File: src/rtl/uartb_pkg.sv
// Package: constants and carrier types for the USB-to-UART pass-through bridge
package uartb_pkg;

  // ---------------------------------------------------------------
  // Clock and baud
  // ---------------------------------------------------------------
  localparam int unsigned CLK_HZ = 25000000;
  localparam logic [2:0] BAUD_115200 = 3'h0;
  localparam logic [2:0] BAUD_57600 = 3'h1;
  localparam logic [2:0] BAUD_38400 = 3'h2;
  localparam logic [2:0] BAUD_19200 = 3'h3;
  localparam logic [2:0] BAUD_9600 = 3'h4;
  localparam int unsigned RATE_115200 = 115200;
  localparam int unsigned RATE_57600 = 57600;
  localparam int unsigned RATE_38400 = 38400;
  localparam int unsigned RATE_19200 = 19200;
  localparam int unsigned RATE_9600 = 9600;
  // Oversampling: 16 ticks per bit
  localparam int unsigned OVERSAMPLE = 16;
  localparam logic [3:0] MID_TICK = 4'h7;
  localparam logic [3:0] LAST_TICK = 4'hf;
  // Tick divisors, rounded down so that no rate is slow
  localparam logic [7:0] DIV_115200 = 8'(CLK_HZ / (RATE_115200 * OVERSAMPLE));
  localparam logic [7:0] DIV_57600 = 8'(CLK_HZ / (RATE_57600 * OVERSAMPLE));
  localparam logic [7:0] DIV_38400 = 8'(CLK_HZ / (RATE_38400 * OVERSAMPLE));
  localparam logic [7:0] DIV_19200 = 8'(CLK_HZ / (RATE_19200 * OVERSAMPLE));
  localparam logic [7:0] DIV_9600 = 8'(CLK_HZ / (RATE_9600 * OVERSAMPLE));

  // ---------------------------------------------------------------
  // Frame
  // ---------------------------------------------------------------
  localparam int unsigned DATA_BITS = 8;
  localparam int unsigned STOP_BITS = 1;
  localparam logic [3:0] BIT_LAST = 4'h7;
  localparam logic [3:0] SERIAL_ENDPOINT = 4'h2;

  // ---------------------------------------------------------------
  // Register map (byte offsets)
  // ---------------------------------------------------------------
  localparam logic [7:0] OFF_CTRL = 8'h00;
  localparam logic [7:0] OFF_STATUS = 8'h04;
  localparam logic [7:0] OFF_PINSEL = 8'h08;
  localparam logic [7:0] OFF_HOSTEP = 8'h0c;
  localparam logic [31:0] CTRL_RESET = 32'h0000_0004;
  localparam logic [31:0] PINSEL_RESET = 32'h0000_0000;
  localparam logic [1:0] RESP_OKAY = 2'h0;
  localparam logic [1:0] RESP_SLVERR = 2'h2;
  // Receive buffering threshold for throttling
  localparam int unsigned RX_DEPTH = 16;
  localparam int unsigned RX_ALMOST = 12;

  // Control register fields
  typedef struct packed {
    logic [23:0] rsvd;
    logic audio_on;       // Audio streaming configured
    logic serial_io_on;   // Serial I/O interface configured
    logic passthru_on;    // Pass-through configured
    logic [2:0] baud_sel;
    logic [1:0] rsvd2;
  } uartb_ctrl_t;

  // Pin selection: 1 = serial function, 0 = general-purpose
  typedef struct packed {
    logic [23:0] rsvd;
    logic rts_od;         // RTS open-drain
    logic tx_od;          // TX open-drain
    logic rts_sel;
    logic cts_sel;
    logic rx_sel;
    logic tx_sel;
    logic [1:0] rsvd2;
  } uartb_pinsel_t;

  // Byte stream with endpoint tag
  typedef struct packed {
    logic [3:0] ep;
    logic [7:0] data;
  } uartb_byte_t;

  typedef enum logic [3:0] {
    TX_IDLE = 4'b0001,
    TX_START = 4'b0010,
    TX_DATA = 4'b0100,
    TX_STOP = 4'b1000
  } uartb_tx_state_t;

endpackage : uartb_pkg

File: src/rtl/uartb_rx.sv
// Receiver: centre-sampling 8N1 deserialiser
`timescale 1ns/10ps
`default_nettype none
module uartb_rx (
  input wire logic clk,
  input wire logic sys_rst,
  input wire logic tick,
  input wire logic enable,
  input wire logic rxd,
  output logic [7:0] data_ff,
  output logic valid_ff,
  output logic frame_err_ff
);
  logic busy_ff;
  logic [3:0] tcnt_ff;
  logic [3:0] bcnt_ff;
  logic stop_ff;
  logic [7:0] shift_ff;

  // ---------------------------------------------------------------
  // Framing
  // ---------------------------------------------------------------
  // Start on falling edge, sample each bit at its centre tick
  always_ff @(posedge clk) begin
    valid_ff <= 1'b0;
    frame_err_ff <= 1'b0;
    if (sys_rst || !enable) begin
      busy_ff <= 1'b0;
      tcnt_ff <= 4'h0;
      bcnt_ff <= 4'h0;
      stop_ff <= 1'b0;
      shift_ff <= 8'h00;
      data_ff <= 8'h00;
    end else if (!busy_ff) begin
      if (!rxd) begin
        busy_ff <= 1'b1;
        tcnt_ff <= 4'h0;
        bcnt_ff <= 4'h0;
        stop_ff <= 1'b0;
      end
    end else if (tick) begin
      tcnt_ff <= tcnt_ff + 4'h1;
      if (tcnt_ff == uartb_pkg::MID_TICK) begin
        if (stop_ff) begin
          busy_ff <= 1'b0;
          valid_ff <= rxd;
          frame_err_ff <= !rxd;
          data_ff <= shift_ff;
        end else if (bcnt_ff == 4'h0 && rxd) begin
          busy_ff <= 1'b0; // False start
        end else if (bcnt_ff != 4'h0) begin
          shift_ff <= {rxd, shift_ff[7:1]};
          if (bcnt_ff == uartb_pkg::BIT_LAST + 4'h1) begin
            stop_ff <= 1'b1;
          end
        end
        if (!stop_ff) begin
          bcnt_ff <= bcnt_ff + 4'h1;
        end
      end
    end
  end
endmodule : uartb_rx
`default_nettype wire

File: src/rtl/uartb_bridge.sv
// Top: USB-to-UART pass-through bridge with AXI4-Lite configuration
//
// Added by the designer: register access over AXI4-Lite and the address map.
`timescale 1ns/10ps
`default_nettype none
module uartb_bridge #(
  parameter int unsigned RX_DEPTH = uartb_pkg::RX_DEPTH,
  parameter int unsigned RX_ALMOST = uartb_pkg::RX_ALMOST
) (
  input wire logic clk,
  input wire logic sys_rst,
  // AXI4-Lite slave
  input wire logic [7:0] s_axi_awaddr,
  input wire logic s_axi_awvalid,
  output logic s_axi_awready,
  input wire logic [31:0] s_axi_wdata,
  input wire logic [3:0] s_axi_wstrb,
  input wire logic s_axi_wvalid,
  output logic s_axi_wready,
  output logic [1:0] s_axi_bresp,
  output logic s_axi_bvalid,
  input wire logic s_axi_bready,
  input wire logic [7:0] s_axi_araddr,
  input wire logic s_axi_arvalid,
  output logic s_axi_arready,
  output logic [31:0] s_axi_rdata,
  output logic [1:0] s_axi_rresp,
  output logic s_axi_rvalid,
  input wire logic s_axi_rready,
  // Host OUT stream (bulk endpoint)
  input wire uartb_pkg::uartb_byte_t host_out,
  input wire logic host_out_valid,
  output logic host_out_ready,
  // Host IN stream (bulk endpoint)
  output uartb_pkg::uartb_byte_t host_in_ff,
  output logic host_in_valid,
  input wire logic host_in_ready,
  // Pin message protocol traffic on endpoints other than the serial one
  output uartb_pkg::uartb_byte_t pin_message_protocol_out_ff,
  output logic pin_message_protocol_valid_ff,
  // Serial pins
  output logic txd_o_ff,
  output logic txd_oe_n,
  input wire logic rxd_i,
  output logic rts_o,
  output logic rts_oe_n,
  input wire logic cts_i
);
  // ---------------------------------------------------------------
  // Registers
  // ---------------------------------------------------------------
  uartb_pkg::uartb_ctrl_t ctrl_ff;
  uartb_pkg::uartb_pinsel_t pinsel_ff;
  logic aw_hold_ff;
  logic w_hold_ff;
  logic [7:0] awaddr_ff;
  logic [31:0] wdata_ff;
  logic [3:0] wstrb_ff;
  logic [31:0] nxt_rdata;
  logic nxt_rd_ok;
  logic tx_overrun_ff;
  logic rx_frame_err_ff;
  logic rx_overflow_ff;
  // Derived enables
  logic uart_on;
  logic rts_on;
  logic cts_on;
  logic rate_ok;
  assign uart_on = ctrl_ff.passthru_on && pinsel_ff.tx_sel && pinsel_ff.rx_sel;
  assign rts_on = uart_on && ctrl_ff.serial_io_on && pinsel_ff.rts_sel;
  assign cts_on = uart_on && ctrl_ff.serial_io_on && pinsel_ff.cts_sel;
  // Audio allows only 9600; no audio above 19200 needs RTS
  always_comb begin
    if (ctrl_ff.audio_on) begin
      rate_ok = (ctrl_ff.baud_sel == uartb_pkg::BAUD_9600);
    end else if (ctrl_ff.baud_sel == uartb_pkg::BAUD_19200 ||
                 ctrl_ff.baud_sel == uartb_pkg::BAUD_9600) begin
      rate_ok = 1'b1;
    end else begin
      rate_ok = rts_on && ctrl_ff.baud_sel < uartb_pkg::BAUD_9600;
    end
  end
  // ---------------------------------------------------------------
  // AXI4-Lite write channel
  // ---------------------------------------------------------------
  assign s_axi_awready = !aw_hold_ff && !s_axi_bvalid;
  assign s_axi_wready = !w_hold_ff && !s_axi_bvalid;
  // Capture address and data in either order
  always_ff @(posedge clk) begin
    if (sys_rst) begin
      aw_hold_ff <= 1'b0;
      w_hold_ff <= 1'b0;
      awaddr_ff <= 8'h00;
      wdata_ff <= 32'h0000_0000;
      wstrb_ff <= 4'h0;
    end else if (aw_hold_ff && w_hold_ff) begin
      aw_hold_ff <= 1'b0;
      w_hold_ff <= 1'b0;
    end else begin
      if (s_axi_awvalid && s_axi_awready) begin
        aw_hold_ff <= 1'b1;
        awaddr_ff <= s_axi_awaddr;
      end
      if (s_axi_wvalid && s_axi_wready) begin
        w_hold_ff <= 1'b1;
        wdata_ff <= s_axi_wdata;
        wstrb_ff <= s_axi_wstrb;
      end
    end
  end
  // Register update and write response
  always_ff @(posedge clk) begin
    if (sys_rst) begin
      ctrl_ff <= uartb_pkg::uartb_ctrl_t'(uartb_pkg::CTRL_RESET);
      pinsel_ff <= uartb_pkg::uartb_pinsel_t'(uartb_pkg::PINSEL_RESET);
      s_axi_bvalid <= 1'b0;
      s_axi_bresp <= uartb_pkg::RESP_OKAY;
    end else if (aw_hold_ff && w_hold_ff) begin
      s_axi_bvalid <= 1'b1;
      s_axi_bresp <= uartb_pkg::RESP_OKAY;
      case (awaddr_ff)
        uartb_pkg::OFF_CTRL: begin
          if (wstrb_ff[0]) begin
            ctrl_ff.baud_sel <= (wdata_ff[4:2] > uartb_pkg::BAUD_9600) ?
                                uartb_pkg::BAUD_9600 : wdata_ff[4:2];
            ctrl_ff.passthru_on <= wdata_ff[5];
            ctrl_ff.serial_io_on <= wdata_ff[6];
            ctrl_ff.audio_on <= wdata_ff[7];
          end
        end
        uartb_pkg::OFF_PINSEL: begin
          if (wstrb_ff[0]) begin
            pinsel_ff.tx_sel <= wdata_ff[2];
            pinsel_ff.rx_sel <= wdata_ff[3];
            pinsel_ff.cts_sel <= wdata_ff[4];
            pinsel_ff.rts_sel <= wdata_ff[5];
            pinsel_ff.tx_od <= wdata_ff[6];
            pinsel_ff.rts_od <= wdata_ff[7];
          end
        end
        uartb_pkg::OFF_STATUS: ;
        default: begin
          s_axi_bresp <= uartb_pkg::RESP_SLVERR;
        end
      endcase
    end else if (s_axi_bvalid && s_axi_bready) begin
      s_axi_bvalid <= 1'b0;
    end
  end
  // ---------------------------------------------------------------
  // AXI4-Lite read channel
  // ---------------------------------------------------------------
  assign s_axi_arready = !s_axi_rvalid;
  // Read mux
  always_comb begin
    nxt_rdata = 32'h0000_0000;
    nxt_rd_ok = 1'b1;
    case (s_axi_araddr)
      uartb_pkg::OFF_CTRL: nxt_rdata = ctrl_ff;
      uartb_pkg::OFF_PINSEL: nxt_rdata = pinsel_ff;
      uartb_pkg::OFF_STATUS: begin
        nxt_rdata = {24'h000000, rts_o, cts_i, rx_overflow_ff, rx_frame_err_ff,
                     tx_overrun_ff, rate_ok, uart_on, host_in_valid};
      end
      uartb_pkg::OFF_HOSTEP: nxt_rdata = {28'h0000000, uartb_pkg::SERIAL_ENDPOINT};
      default: nxt_rd_ok = 1'b0;
    endcase
  end
  // Read response register
  always_ff @(posedge clk) begin
    if (sys_rst) begin
      s_axi_rvalid <= 1'b0;
      s_axi_rdata <= 32'h0000_0000;
      s_axi_rresp <= uartb_pkg::RESP_OKAY;
    end else if (s_axi_arvalid && s_axi_arready) begin
      s_axi_rvalid <= 1'b1;
      s_axi_rdata <= nxt_rdata;
      s_axi_rresp <= nxt_rd_ok ? uartb_pkg::RESP_OKAY : uartb_pkg::RESP_SLVERR;
    end else if (s_axi_rvalid && s_axi_rready) begin
      s_axi_rvalid <= 1'b0;
    end
  end
  // ---------------------------------------------------------------
  // Baud tick divider (16x)
  // ---------------------------------------------------------------
  logic [7:0] div_ff;
  logic [7:0] div_lim;
  logic tick;
  always_comb begin
    case (ctrl_ff.baud_sel)
      uartb_pkg::BAUD_115200: div_lim = uartb_pkg::DIV_115200;
      uartb_pkg::BAUD_57600: div_lim = uartb_pkg::DIV_57600;
      uartb_pkg::BAUD_38400: div_lim = uartb_pkg::DIV_38400;
      uartb_pkg::BAUD_19200: div_lim = uartb_pkg::DIV_19200;
      default: div_lim = uartb_pkg::DIV_9600;
    endcase
  end
  assign tick = (div_ff == div_lim - 8'h01);
  // Free-running shared tick
  always_ff @(posedge clk) begin
    if (sys_rst || tick) begin
      div_ff <= 8'h00;
    end else begin
      div_ff <= div_ff + 8'h01;
    end
  end
  // ---------------------------------------------------------------
  // Transmitter
  // ---------------------------------------------------------------
  uartb_pkg::uartb_tx_state_t tx_st_ff;
  logic [7:0] tx_shift_ff;
  logic [3:0] tx_tcnt_ff;
  logic [3:0] tx_bcnt_ff;
  logic cts_block;
  assign cts_block = cts_on && cts_i;
  // Take a host byte only when idle and not throttled
  assign host_out_ready = (tx_st_ff == uartb_pkg::TX_IDLE) && uart_on && !cts_block
                          && host_out.ep == uartb_pkg::SERIAL_ENDPOINT;
  // Serialiser state
  always_ff @(posedge clk) begin
    if (sys_rst || !uart_on) begin
      tx_st_ff <= uartb_pkg::TX_IDLE;
      tx_shift_ff <= 8'h00;
      tx_tcnt_ff <= 4'h0;
      tx_bcnt_ff <= 4'h0;
      txd_o_ff <= 1'b1;
    end else begin
      case (tx_st_ff)
        uartb_pkg::TX_IDLE: begin
          txd_o_ff <= 1'b1;
          if (host_out_valid && host_out_ready) begin
            tx_shift_ff <= host_out.data;
            tx_st_ff <= uartb_pkg::TX_START;
            tx_tcnt_ff <= 4'h0;
          end
        end
        uartb_pkg::TX_START: begin
          txd_o_ff <= 1'b0;
          if (tick) begin
            tx_tcnt_ff <= tx_tcnt_ff + 4'h1;
            if (tx_tcnt_ff == uartb_pkg::LAST_TICK) begin
              tx_st_ff <= uartb_pkg::TX_DATA;
              tx_bcnt_ff <= 4'h0;
            end
          end
        end
        uartb_pkg::TX_DATA: begin
          txd_o_ff <= tx_shift_ff[0];
          if (tick) begin
            tx_tcnt_ff <= tx_tcnt_ff + 4'h1;
            if (tx_tcnt_ff == uartb_pkg::LAST_TICK) begin
              tx_shift_ff <= {1'b0, tx_shift_ff[7:1]};
              tx_bcnt_ff <= tx_bcnt_ff + 4'h1;
              if (tx_bcnt_ff == uartb_pkg::BIT_LAST) begin
                tx_st_ff <= uartb_pkg::TX_STOP;
              end
            end
          end
        end
        uartb_pkg::TX_STOP: begin
          txd_o_ff <= 1'b1;
          if (tick) begin
            tx_tcnt_ff <= tx_tcnt_ff + 4'h1;
            if (tx_tcnt_ff == uartb_pkg::LAST_TICK) begin
              tx_st_ff <= uartb_pkg::TX_IDLE;
            end
          end
        end
        default: tx_st_ff <= uartb_pkg::TX_IDLE;
      endcase
    end
  end
  // Open-drain TX releases for high
  assign txd_oe_n = !(uart_on && (!pinsel_ff.tx_od || !txd_o_ff));
  // Other endpoints go to the pin message port
  always_ff @(posedge clk) begin
    if (sys_rst) begin
      pin_message_protocol_out_ff <= '0;
      pin_message_protocol_valid_ff <= 1'b0;
      tx_overrun_ff <= 1'b0;
    end else begin
      pin_message_protocol_valid_ff <= host_out_valid &&
                                       host_out.ep != uartb_pkg::SERIAL_ENDPOINT;
      pin_message_protocol_out_ff <= host_out;
      if (host_out_valid && !uart_on && host_out.ep == uartb_pkg::SERIAL_ENDPOINT) begin
        tx_overrun_ff <= 1'b1;
      end
    end
  end

  // ---------------------------------------------------------------
  // Receiver and receive buffer
  // ---------------------------------------------------------------
  logic [7:0] rx_data;
  logic rx_valid;
  logic rx_ferr;
  uartb_rx u_rx (
    .clk(clk),
    .sys_rst(sys_rst),
    .tick(tick),
    .enable(uart_on),
    .rxd(rxd_i),
    .data_ff(rx_data),
    .valid_ff(rx_valid),
    .frame_err_ff(rx_ferr)
  );
  localparam int unsigned AW = $clog2(RX_DEPTH);
  logic [7:0] rx_mem [RX_DEPTH];
  logic [AW:0] wr_ptr_ff;
  logic [AW:0] rd_ptr_ff;
  logic [AW:0] level;
  logic rx_full;
  assign level = wr_ptr_ff - rd_ptr_ff;
  assign rx_full = (level == (AW + 1)'(RX_DEPTH));
  assign host_in_valid = (level != '0);
  // Buffer pointers, storage, error flags
  always_ff @(posedge clk) begin
    if (sys_rst) begin
      wr_ptr_ff <= '0;
      rd_ptr_ff <= '0;
      rx_overflow_ff <= 1'b0;
      rx_frame_err_ff <= 1'b0;
    end else begin
      if (rx_valid && !rx_full) begin
        rx_mem[wr_ptr_ff[AW-1:0]] <= rx_data;
        wr_ptr_ff <= wr_ptr_ff + 1'b1;
      end
      if (rx_valid && rx_full) begin
        rx_overflow_ff <= 1'b1;
      end
      if (rx_ferr) begin
        rx_frame_err_ff <= 1'b1;
      end
      if (host_in_valid && host_in_ready) begin
        rd_ptr_ff <= rd_ptr_ff + 1'b1;
      end
    end
  end
  // Head byte tagged with the serial endpoint
  always_comb begin
    host_in_ff.ep = uartb_pkg::SERIAL_ENDPOINT;
    host_in_ff.data = rx_mem[rd_ptr_ff[AW-1:0]];
  end
  // RTS low while room remains, high near full
  assign rts_o = (level >= (AW + 1)'(RX_ALMOST));
  assign rts_oe_n = !(rts_on && (!pinsel_ff.rts_od || !rts_o));
endmodule : uartb_bridge
`default_nettype wire

File: config.mk
export PLATFORM = sky130hd
export DESIGN_NAME = uartb_bridge
export DESIGN_NICKNAME = d
export VERILOG_FILES = /design/src/rtl/uartb_pkg.sv /design/src/rtl/uartb_rx.sv /design/src/rtl/uartb_bridge.sv
export SDC_FILE = /design/constraint.sdc
export NUM_CORES = 1
export LEC_CHECK = 0
export ABC_AREA = 1
export BUFFER_PORTS_ARGS = -buffer_cell sky130_fd_sc_hd__clkbuf_2
export CAP_MARGIN = 20
export CELL_PAD_IN_SITES_DETAIL_PLACEMENT = 0
export CELL_PAD_IN_SITES_GLOBAL_PLACEMENT = 1
export CORE_ASPECT_RATIO = 0.8
export CORE_MARGIN = 8
export CORE_UTILIZATION = 30
export CTS_CLUSTER_DIAMETER = 100
export DETAILED_ROUTE_END_ITERATION = 7
export PLACE_DENSITY = 0.61
export SYNTH_ARGS = -nofsm -noshare
export SYNTH_HDL_FRONTEND = slang
export SYNTH_SLANG_ARGS = --single-unit
File: constraint.sdc
create_clock -name clk -period 3.4 [get_ports clk]
set_input_delay 0.34 -clock clk [delete_from_list [all_inputs] [get_ports clk]]
set_output_delay 0.34 -clock clk [all_outputs]
set_load 0.01 [all_outputs]
* Yosys cells after proc, flatten, opt, wreduce, memory -nomap -nowiden
Memory sizes are Yosys's and may differ from the RTL's. A register that Yosys moved wholly into a read port is not among the register bits. Cells that the tools add are included.
Cells by class: mux-type cells 60, $add $sub $neg 9, order comparisons 3, equal/unequal tests 34, bitwise logic cells 6, reduce and logical (&&, ||, !) cells 78
Operator list (count):
- 2-to-1 mux 4 bit | 23
- case mux 8 bit (4 select lines) | 2
- logical AND 1 bit | 28
- == test 8 x 4 -> 1 bit, second input constant | 3
- 2-to-1 mux 1 bit | 24
- 2-to-1 mux 8 bit | 3
- != test 2 bit, second input constant | 10
- adder 4 x 1 -> 4 bit, second input constant | 4
- == test 8 x 3 -> 1 bit, second input constant | 2
- logical NOT 8 bit | 2
- case mux 4 bit (2 select lines) | 2
- case mux 4 bit (4 select lines) | 1
- case mux 8 bit (2 select lines) | 1
- logical NOT 1 bit | 14
- == test 4 x 3 -> 1 bit, second input constant | 3
- == test 4 bit, second input constant | 3
- AND reduction 3 bit | 4
- AND reduction 4 bit | 3
- adder 5 x 1 -> 5 bit, second input constant | 2
- nonzero test 2 bit | 5
- adder 8 x 1 -> 8 bit, second input constant | 1
- == test 4 x 2 -> 1 bit, second input constant | 2
- == test 8 bit | 1
- AND reduction 8 bit | 1
- other kinds (29) | 46
Storage, ports and cells: memories kept 1, register bits 152, RAM bits 128, output and inout port bits 72, bits of input ports 75, word-level logic and storage cells 233
Memory list:
- rx_mem | words 16, bits a word 8, read ports 1, clocked after memory_dff 1, wr ports 1, line uartb_bridge.sv:308 | logic [7:0] rx_mem [RX_DEPTH];

* Longest topological paths before layout
Gate-level depths: netlist of run 1.
word-level depth 11, mapped depth 13, gate-level depth less buffers 13

* Modules after synthesis
A second synthesis of run 1 with hierarchy kept.
Second synthesis, totals: cells, all modules 1200, area, all modules 11207.0 um^2
By module, submodules not included:
- uartb_bridge | area each 9934.5 um^2, cells an instance 1019, instances 1
- uartb_rx | area each 1272.5 um^2, cells an instance 181, instances 1

* Worst setup path after synthesis of run 1
OpenSTA, ideal clock, no wires.
path kind flip-flop to flip-flop, start reg wr_ptr_ff[0], end mem rx_mem[0][0], enable pin, setup slack 0.666 ns, stages on the path, launching flop included 12, buffers on the path 0, clock period less this slack 2.734 ns, library setup time 0.370 ns, arrival 2.364 ns, cells stage by stage dfxtp_1 > inv_1 > ha_1 > fa_1 > o21ai_0 > xnor2_1 > inv_1 > nand3_1 > nand2_1 > nor2_1 > nand2_1 > nor2_1
Between the ends: longest elaborated chain between the ends 7
RTL lines:
- start: declaration | line uartb_bridge.sv:309 | logic [AW:0] wr_ptr_ff;
- start signal: assignment | line uartb_bridge.sv:326 | wr_ptr_ff <= wr_ptr_ff + 1'b1;
- subtractor 5 bit | line uartb_bridge.sv:313 | assign level = wr_ptr_ff - rd_ptr_ff;
- == test 5 bit | line uartb_bridge.sv:314 | assign rx_full = (level == (AW + 1)'(RX_DEPTH));
- logical NOT 1 bit | line uartb_bridge.sv:324 | if (rx_valid && !rx_full) begin
- logical AND 1 bit | line uartb_bridge.sv:324
- 2-to-1 mux 1 bit | line uartb_bridge.sv:324
- 2-to-1 mux 1 bit | line uartb_bridge.sv:318 | if (sys_rst) begin
- 2-to-1 mux 1 bit (implied by the code) | line uartb_bridge.sv:325 | rx_mem[wr_ptr_ff[AW-1:0]] <= rx_data;
- end: declaration | line uartb_bridge.sv:308
Several ways; a longest one is shown, not always the timed one.

* Worst setup path in the final report of run 1
start reg wr_ptr_ff[0], end mem rx_mem[8][4], enable pin
Same word-level chain as after synthesis.

==> metrics list, run 1 <==
- Static timing analysis puts the maximum clock frequency at 0.329 GHz.
* Final setup viols: 0
* Main area contributors after synthesis: sky130_fd_sc_hd__edfxtp_1 34%, sky130_fd_sc_hd__dfxtp_1 23%, sky130_fd_sc_hd__nand2_1 6.0%
- The netlist uses 41 different library cells.
- In the final routed layout, each cell accounts on average for 15.3 um.
- In this run the worst setup path terminates at rx_mem[8][4]$_DFFE_PP_.
- Final worst path period need: 3.04 ns
- Buffers placed on the I/O ports in this run total 87.
- Slack of the worst reg-to-reg path: 0.36 ns
- The critical path is of the reg2reg type.
* Endpoint of the most critical register-to-register path: rx_mem[8][4]$_DFFE_PP_
- Post-Synthesis Cells: 1,187
- Worst IR Drop VDD: 0.364 mV
- Of the cells placed in the final design, the portion with a size suffix greater than 1 is 13.4%.
* Final Hold Violating Endpoints: 0
- Standard-cell row count: 63
- Worst path setup slack after routing: 0.364 ns
- After clock tree synthesis, the clock-pin slew on the worst setup and hold paths is 0.06 ns.
- After layout, the worst path uses 89.3% of the clock period.
- Detailed-route wire length: 27.6 mm
- STA classifies the critical path endpoint as a flip-flop.
* Synthesis-to-finish area growth: 18.0%
* Leakage power total: 5.10 nW
- In the post-synthesis netlist, the cell with the most instances is sky130_fd_sc_hd__nand2_1.
- Power density cells: 526 nW/um2
* Worst slack at placement: 0.386 ns
- The root buffer cell chosen for the clock tree is sky130_fd_sc_hd__clkbuf_16.
- PostCTS Resize Cnt: 0
- Vias per cell: 4.50
- Across the routed clock network, the largest skew measured is 0.0178 ns.
* Synthesized area per cell: 9.40 um2
- The worst pin sits at a relative slew slack of 41.7%.
* Proportion of synthesized flip-flops having asynchronous set or reset: 0%
- Startpoint type of the worst setup path: flip-flop
* Worst skew pair latency: 0.56 ns
* Y dimension of the die: 188 um
- GRT Overall Usage: 12.5%
* Bufs on Longest Clock Path: 3
- Source of the critical timing path: wr_ptr_ff[0]$_SDFFE_PP0P_
- The first global-routing pass estimated 44.6 mm of wire.
- Of all nets on the critical path, the largest fanout is 5.
- TritonCTS created 27 clock buffers.
* Top cell types by occurrence after synthesis: 179 x sky130_fd_sc_hd__nand2_1, 134 x sky130_fd_sc_hd__nor2_1, 128 x sky130_fd_sc_hd__dfxtp_1, 128 x sky130_fd_sc_hd__edfxtp_1, 121 x sky130_fd_sc_hd__inv_1
* Arrival time of data at the critical path endpoint: 3.30 ns
* Core Area: 36,900 um2
* Total via count in the routed design: 8,116
- The number of pins exceeding their max-slew limit in the final report is 0.
- After legalization and detailed placement, the total HPWL measured 19.1 mm.
- The floorplan step defined a die boundary enclosing 43,600 um2.
* Number of antenna violations at the first check in global routing: 0
* Final weighted congestion in routability-driven placement: 0.776
- Setup TNS Final: 0 ns
* Number of synthesized register bits: 256
- Unrepaired setup endpoints after global routing: false
- I/O pin count: 147
* Count of flip-flops with a built-in enable after synthesis: 128
- Counting cells, the worst reg-to-reg path comes to 12.
* Clock tree from TritonCTS: built
* Floorplan die width: 232 um
* Number of iterations in the first detailed-routing pass: 5
* Synth top area share: 34.5%
- For this run, the number of Yosys warnings is 0.
* Type of the tightest min-delay check: in2reg
* Antenna Cells: 0
- Yosys top cell by area: sky130_fd_sc_hd__edfxtp_1
- Startpoint of the most critical register-to-register path: wr_ptr_ff[0]$_SDFFE_PP0P_
- Required time at the endpoint of the critical path: 3.66 ns
* Dominant synthesized flop cell: sky130_fd_sc_hd__edfxtp_1
* Iter 0 DRT Violations: 528
- For the pin with the worst max-slew slack, the measured transition is 0.874 ns.
- Number of DRC violations after detailed routing: 0
* Nets: 1,387
* Combined area of all synthesized cells: 11,200 um2
- Antenna-violating nets left: 0
- Entering global routing, the biggest net connects 43 pins.
* CTS Sinks: 256
- In this run the number of H-tree levels came out at 1.
- The total overflow left after global routing is 0.
- The tool flagged a number of max-cap violations equal to 0.
* Status: finished clean
- For this configuration, the core starts out at a cell density of 30.2%.
- Number of global-route vias before repair: 8,005
* Fraction of the yosys area taken by sequential cells: 57.4%
per-layer routing:
metal  track usage [%]  up-vias  part of all wire, %
met3              1.94       41                  3.8
met2              18.7      134                   43
li1                  -     4181                    -
met5                 0        -                    0
met4              3.36        0                  2.4
met1              18.3     3760                   51
cells by family after synthesis:
family | Yosys count | synth area share [%]
simple gates | 429 | 17.0
flops | 256 | 57.4
compound gates | 235 | 11.5
buf+inv | 200 | 7.87
mux | 32 | 2.87
xor+xnor | 17 | 1.33
fa+ha+maj | 16 | 1.86
other cells | 2 | 0.0673
power breakdown:
part / switching (mW) / leakage, nW / internal, mW
clock: 1.23 / 0.436 / 1.84
combinational: 0.341 / 2.28 / 0.203
sequential: 0.0500 / 2.38 / 3.25
total: 1.62 / 5.10 / 5.30
per-stage QoR:
stage	util [%]	instance area (um2)	cells	power (mW)	hold slack, ns
2_1_floorplan	-	11300	1215	3.73	0.411
3_3_place_gp	32.8	12100	1741	3.90	0.443
3_5_place_dp	32.8	12100	1741	3.90	0.457
4_1_cts	35.6	13100	1803	7.02	0.000231
5_1_grt	35.7	13200	1804	7.20	0.0435
6_report	35.7	13200	1804	6.92	0.0305
repair_timing:
| item | CTS | global route |
|---|---|---|
| setup endpoints to repair | 0 | 0 |
| buffers inserted | 0 | 0 |
| endpoints found under the hold margin | 12 | 0 |
| hold buffers | 12 | 0 |
worst min-delay path by stage:
stage	startpoint	end	slack, ns	depth (start not counted)
after floorplan	u_rx.frame_err_ff$_SDFF_PP0_	rx_frame_err_ff$_SDFFE_PP0P_	0.41	2
after global placement	u_rx.frame_err_ff$_SDFF_PP0_	rx_frame_err_ff$_SDFFE_PP0P_	0.44	2
after detailed placement	tx_shift_ff[5]$_SDFFE_PP0P_	tx_shift_ff[5]$_SDFFE_PP0P_	0.46	2
after CTS	s_axi_awaddr[5]	awaddr_ff[5]$_SDFFE_PP0P_	0.0002	3
after global routing	s_axi_awaddr[5]	awaddr_ff[5]$_SDFFE_PP0P_	0.04	3
final	s_axi_awaddr[5]	awaddr_ff[5]$_SDFFE_PP0P_	0.03	3
sequential cells by signal (all words and copies together) (netlist names), 4 cells and up, named ones only:
register,flops
u_rx.shift_ff,8
ctrl_ff,6
div_ff,8
tx_tcnt_ff,4
u_rx.data_ff,8
pinsel_ff,6
u_rx.bcnt_ff,4
rx_mem,128
tx_st_ff,4
wr_ptr_ff,5
s_axi_rdata,8
tx_shift_ff,8
wdata_ff,6
u_rx.tcnt_ff,4
rd_ptr_ff,5
pin_message_protocol_out_ff,12
tx_bcnt_ff,4
awaddr_ff,8
critical path, cell delays in order, from the launching register on:
cell,delay [ns]
sky130_fd_sc_hd__dfxtp_1,0.40
sky130_fd_sc_hd__inv_1,0.12
sky130_fd_sc_hd__ha_1,0.23
sky130_fd_sc_hd__fa_1,0.40
sky130_fd_sc_hd__o21ai_0,0.23
sky130_fd_sc_hd__xnor2_1,0.19
sky130_fd_sc_hd__inv_1,0.09
sky130_fd_sc_hd__nand3_1,0.07
sky130_fd_sc_hd__nand2_1,0.09
sky130_fd_sc_hd__nor2_1,0.16
sky130_fd_sc_hd__nand2_1,0.23
sky130_fd_sc_hd__nor2_1,0.32
sky130_fd_sc_hd__buf_4,0.21
layout make-up:
class | instances | area (um2)
Clock buffer | 33 | 698
Clock inverter | 17 | 221
Fill cell | 3793 | 23700
Inverter | 126 | 473
Multi-Input combinational cell | 759 | 3980
Sequential cell | 256 | 6410
Tap cell | 487 | 609
Timing Repair Buffer | 126 | 778
cells in the final DEF (no fill, tap or decap), drive strengths merged:
cell type and instances:
nor2 136, nor3 10, conb 30, buf 27, a21oi 100, xnor2 8
nand3 62, o21a 1, dfxtp 128, inv 125, nor4 5, clkinv 9
and3 2, mux2i 32, nand2 186, bufinv 5, edfxtp 128, dlygate4sd3 12
o211ai 35, o21ai 91, xor2 9, a221oi 1, nand4 18, fa 1
nor3b 2, a31oi 2, ha 15, or2 3, clkbuf 120, a41oi 1
nand3b 5, clkinvlp 4, o31ai 1, a211oi 3
Note: power is estimated with default switching activity, not from simulation.
==> run 2, diff against run 1 <==
--- a/config.mk
+++ b/config.mk
@@ -10,7 +10,7 @@
 export CAP_MARGIN = 20
 export CELL_PAD_IN_SITES_DETAIL_PLACEMENT = 0
 export CELL_PAD_IN_SITES_GLOBAL_PLACEMENT = 1
-export CORE_ASPECT_RATIO = 0.8
+export CORE_ASPECT_RATIO = 1.75
 export CORE_MARGIN = 8
 export CORE_UTILIZATION = 30
 export CTS_CLUSTER_DIAMETER = 100
==> run 2 against run 1 <==
  * First-iteration DRC count is 24% lower
  * Wire length is 6.6% higher
  * Clock power is 6.8% lower
  * Largest power group unchanged
==> metrics list, run 2 (synthesis results as in run 1) <==
- The number of remaining DRC errors was 0 (unchanged).
* Worst hold slack across all endpoints: 0.0374 ns (+0.00683 ns)
* Count of buffers added by post-CTS timing repair for setup: 0 (unchanged)
- CTS Sinks: 256 (unchanged)
- The effective utilization at floorplan was 30.3% (+0.099 points).
* Peak Freq: 0.330 GHz (+0.23%)
- The final weighted congestion of routability-driven global placement was 0.802 (+3.3%).
* I/O Buffers: 87 (unchanged)
- The mean number of vias per cell is 4.64 (+3.2%).
- Clock slew at reported path FFs: 0.07 ns (about the same)
* Core occupancy in the finished layout: 35.2% (-0.44 points)
- Maximum level of the CTS H-tree: 1 (unchanged)
- Antenna-violating nets left: 0 (unchanged)
* Standard-cell row count: 93 (+48%)
- The ratio of total power to cell area was 518 nW/um2 (-1.4%).
* Number of iterations in the first detailed-routing pass: 5 (unchanged)
- Count of placed standard cells in the final layout, fillers left out: 1,776 (-1.6%)
* Synthesis-to-finish area growth: 16.2%
- Cts bufs inserted: 25 (-7.4%)
- Setup repair after global routing left no endpoint under its margin.
* Most frequent cells in the layout: 179 x sky130_fd_sc_hd__nand2_1, 134 x sky130_fd_sc_hd__nor2_1, 128 x sky130_fd_sc_hd__edfxtp_1
- The total count of hold-check failures in the final report came to 0 (unchanged).
- Arrival time of data at the critical path endpoint: 3.26 ns (-0.04 ns)
* Wire length of the first global-routing pass: 46.3 mm (+3.9%)
* Critical Path End Type: flip-flop
- The global-route total usage across every layer came to 13.4% (+0.96 points).
- Critical Path Fanout Max: 9 (+4)
- The number of global-route vias before repair came to 8,407 (+5.0%).
- Layout cells sized above 1: 13.3% (-0.14 points)
- Floorplan die width: 162 um (-30%)
- The remaining global-route overflow is 0 (unchanged).
- Bufs on Longest Clock Path: 3 (unchanged)
- Clk_skew: 0.0102 ns (-0.00764 ns)
* Nets: 1,373 (-1.0%)
* PostCTS Resize Cnt: 0 (unchanged)
- Post-detailed-route wirelength per cell: 16.6 um (+8.2%)
* Clock tree from TritonCTS: built
- The worst setup path is launched from a flip-flop.
* Iter 0 DRT Violations: 400 (-24%)
- Leaving out fill and tap cells, the most frequent cell in the layout is sky130_fd_sc_hd__nand2_1.
* Leakage power total: 5.02 nW (-1.4%)
* Total via count in the routed design: 8,242 (+1.6%)
* DP Cell Count: 1,728 (-0.75%)
- Status: finished clean
- Flip-flop count of the largest register after layout: 128 (unchanged)
- Antenna Cells: 0 (unchanged)
- The total of endpoints with negative setup slack in the final report was 0 (unchanged).
- The transition time of the tightest slew-check pin is 0.923 ns (+0.0492 ns).
- Crit Path Category: reg2reg
* Final worst path period need: 3.03 ns (-0.00709 ns)
* CTS Hold Bufs: 1 (-11)
- The detailed-placement wirelength estimate came to 21.5 mm (+13%).
- The power after layout was 6.72 mW (-3.0%).
- The max-cap check violation count was 0 (unchanged).
- The placeable core area came to 36,800 um2 (-0.33%).
- The cell sitting at the root of the clock tree is a sky130_fd_sc_hd__clkbuf_16.
* Worst skew pair latency: 0.53 ns (-0.03 ns)
- The aggregate routed wire length is 29.4 mm (+6.6%).
- Worst IR Drop VDD: 0.343 mV (-5.5%)
- The worst-case headroom to the max-slew limit came to 38.4% (-3.3 points).
* Total Die Area: 43,900 um2 (+0.47%)
- I/O pin count: 147 (unchanged)
- The maximum number of pins on one net before global-route repair came to 37 (-14%).
* Type of the tightest min-delay check: in2reg
- The number of antenna violations at the first check in global routing was 0 (unchanged).
* Part of the cycle the worst path needs: 89.1% (-0.21 points)
* Required time at the endpoint of the critical path: 3.63 ns (-0.03 ns)
- Setup TNS Final: 0 ns (unchanged)
- The number of pins exceeding their max-slew limit in the final report was 0 (unchanged).
- Y dimension of the die: 271 um (+44%)
run 2: cell type report:
type	count	area, um2
fillers	3820	23800
repair buffers	114	661
flip-flops and latches	256	6410
clock buffers	32	672
multi-input cells	759	3980
well taps	475	594
clock inverters	14	175
inverters	126	473
run 2: metrics by stage:
step | worst slack, ns | cell area [um2]
after floorplan | 0.666 | 11300
after global placement | 0.442 | 12100
after detailed placement | 0.366 | 12100
after CTS | 0.362 | 12900
after global routing | 0.0843 | 13000
final | 0.371 | 13000
run 2: path summary, 6_finish.rpt:
check / from / end / slack, ns / depth (start not counted)
worst max register to register: wr_ptr_ff[0]$_SDFFE_PP0P_ / rx_mem[7][6]$_DFFE_PP_ / 0.37 / 12
worst min-delay path: host_out[8] / pin_message_protocol_out_ff[8]$_SDFF_PP0_ / 0.04 / 3
worst max-delay path: wr_ptr_ff[0]$_SDFFE_PP0P_ / rx_mem[7][6]$_DFFE_PP_ / 0.37 / 12
worst min register to register: wstrb_ff[0]$_SDFFE_PP0P_ / wstrb_ff[0]$_SDFFE_PP0P_ / 0.46 / 2
run 2: critical path, stage by stage, from the launching register on:
cell	delay, ns
sky130_fd_sc_hd__dfxtp_1	0.38
sky130_fd_sc_hd__inv_1	0.12
sky130_fd_sc_hd__ha_1	0.25
sky130_fd_sc_hd__fa_1	0.41
sky130_fd_sc_hd__o21ai_0	0.23
sky130_fd_sc_hd__xnor2_1	0.20
sky130_fd_sc_hd__inv_1	0.09
sky130_fd_sc_hd__nand3_1	0.07
sky130_fd_sc_hd__nand2_1	0.18
sky130_fd_sc_hd__inv_1	0.18
sky130_fd_sc_hd__nand3_1	0.25
sky130_fd_sc_hd__nor2_1	0.16
sky130_fd_sc_hd__buf_4	0.19
run 2: report_power, final:
group / internal, mW / total (mW) / switching [mW]
Sequential: 3.25 / 3.30 / 0.0462
Clock: 1.70 / 2.87 / 1.17
Combinational: 0.196 / 0.548 / 0.352
run 2: per-layer routing:
layer,global-route usage [%],up-vias,part of all wire (%)
li1,-,4158,-
met1,12.9,3836,35
met2,26.8,193,57
met3,2.17,55,4.1
met4,5.94,0,3.8
met5,0,-,0
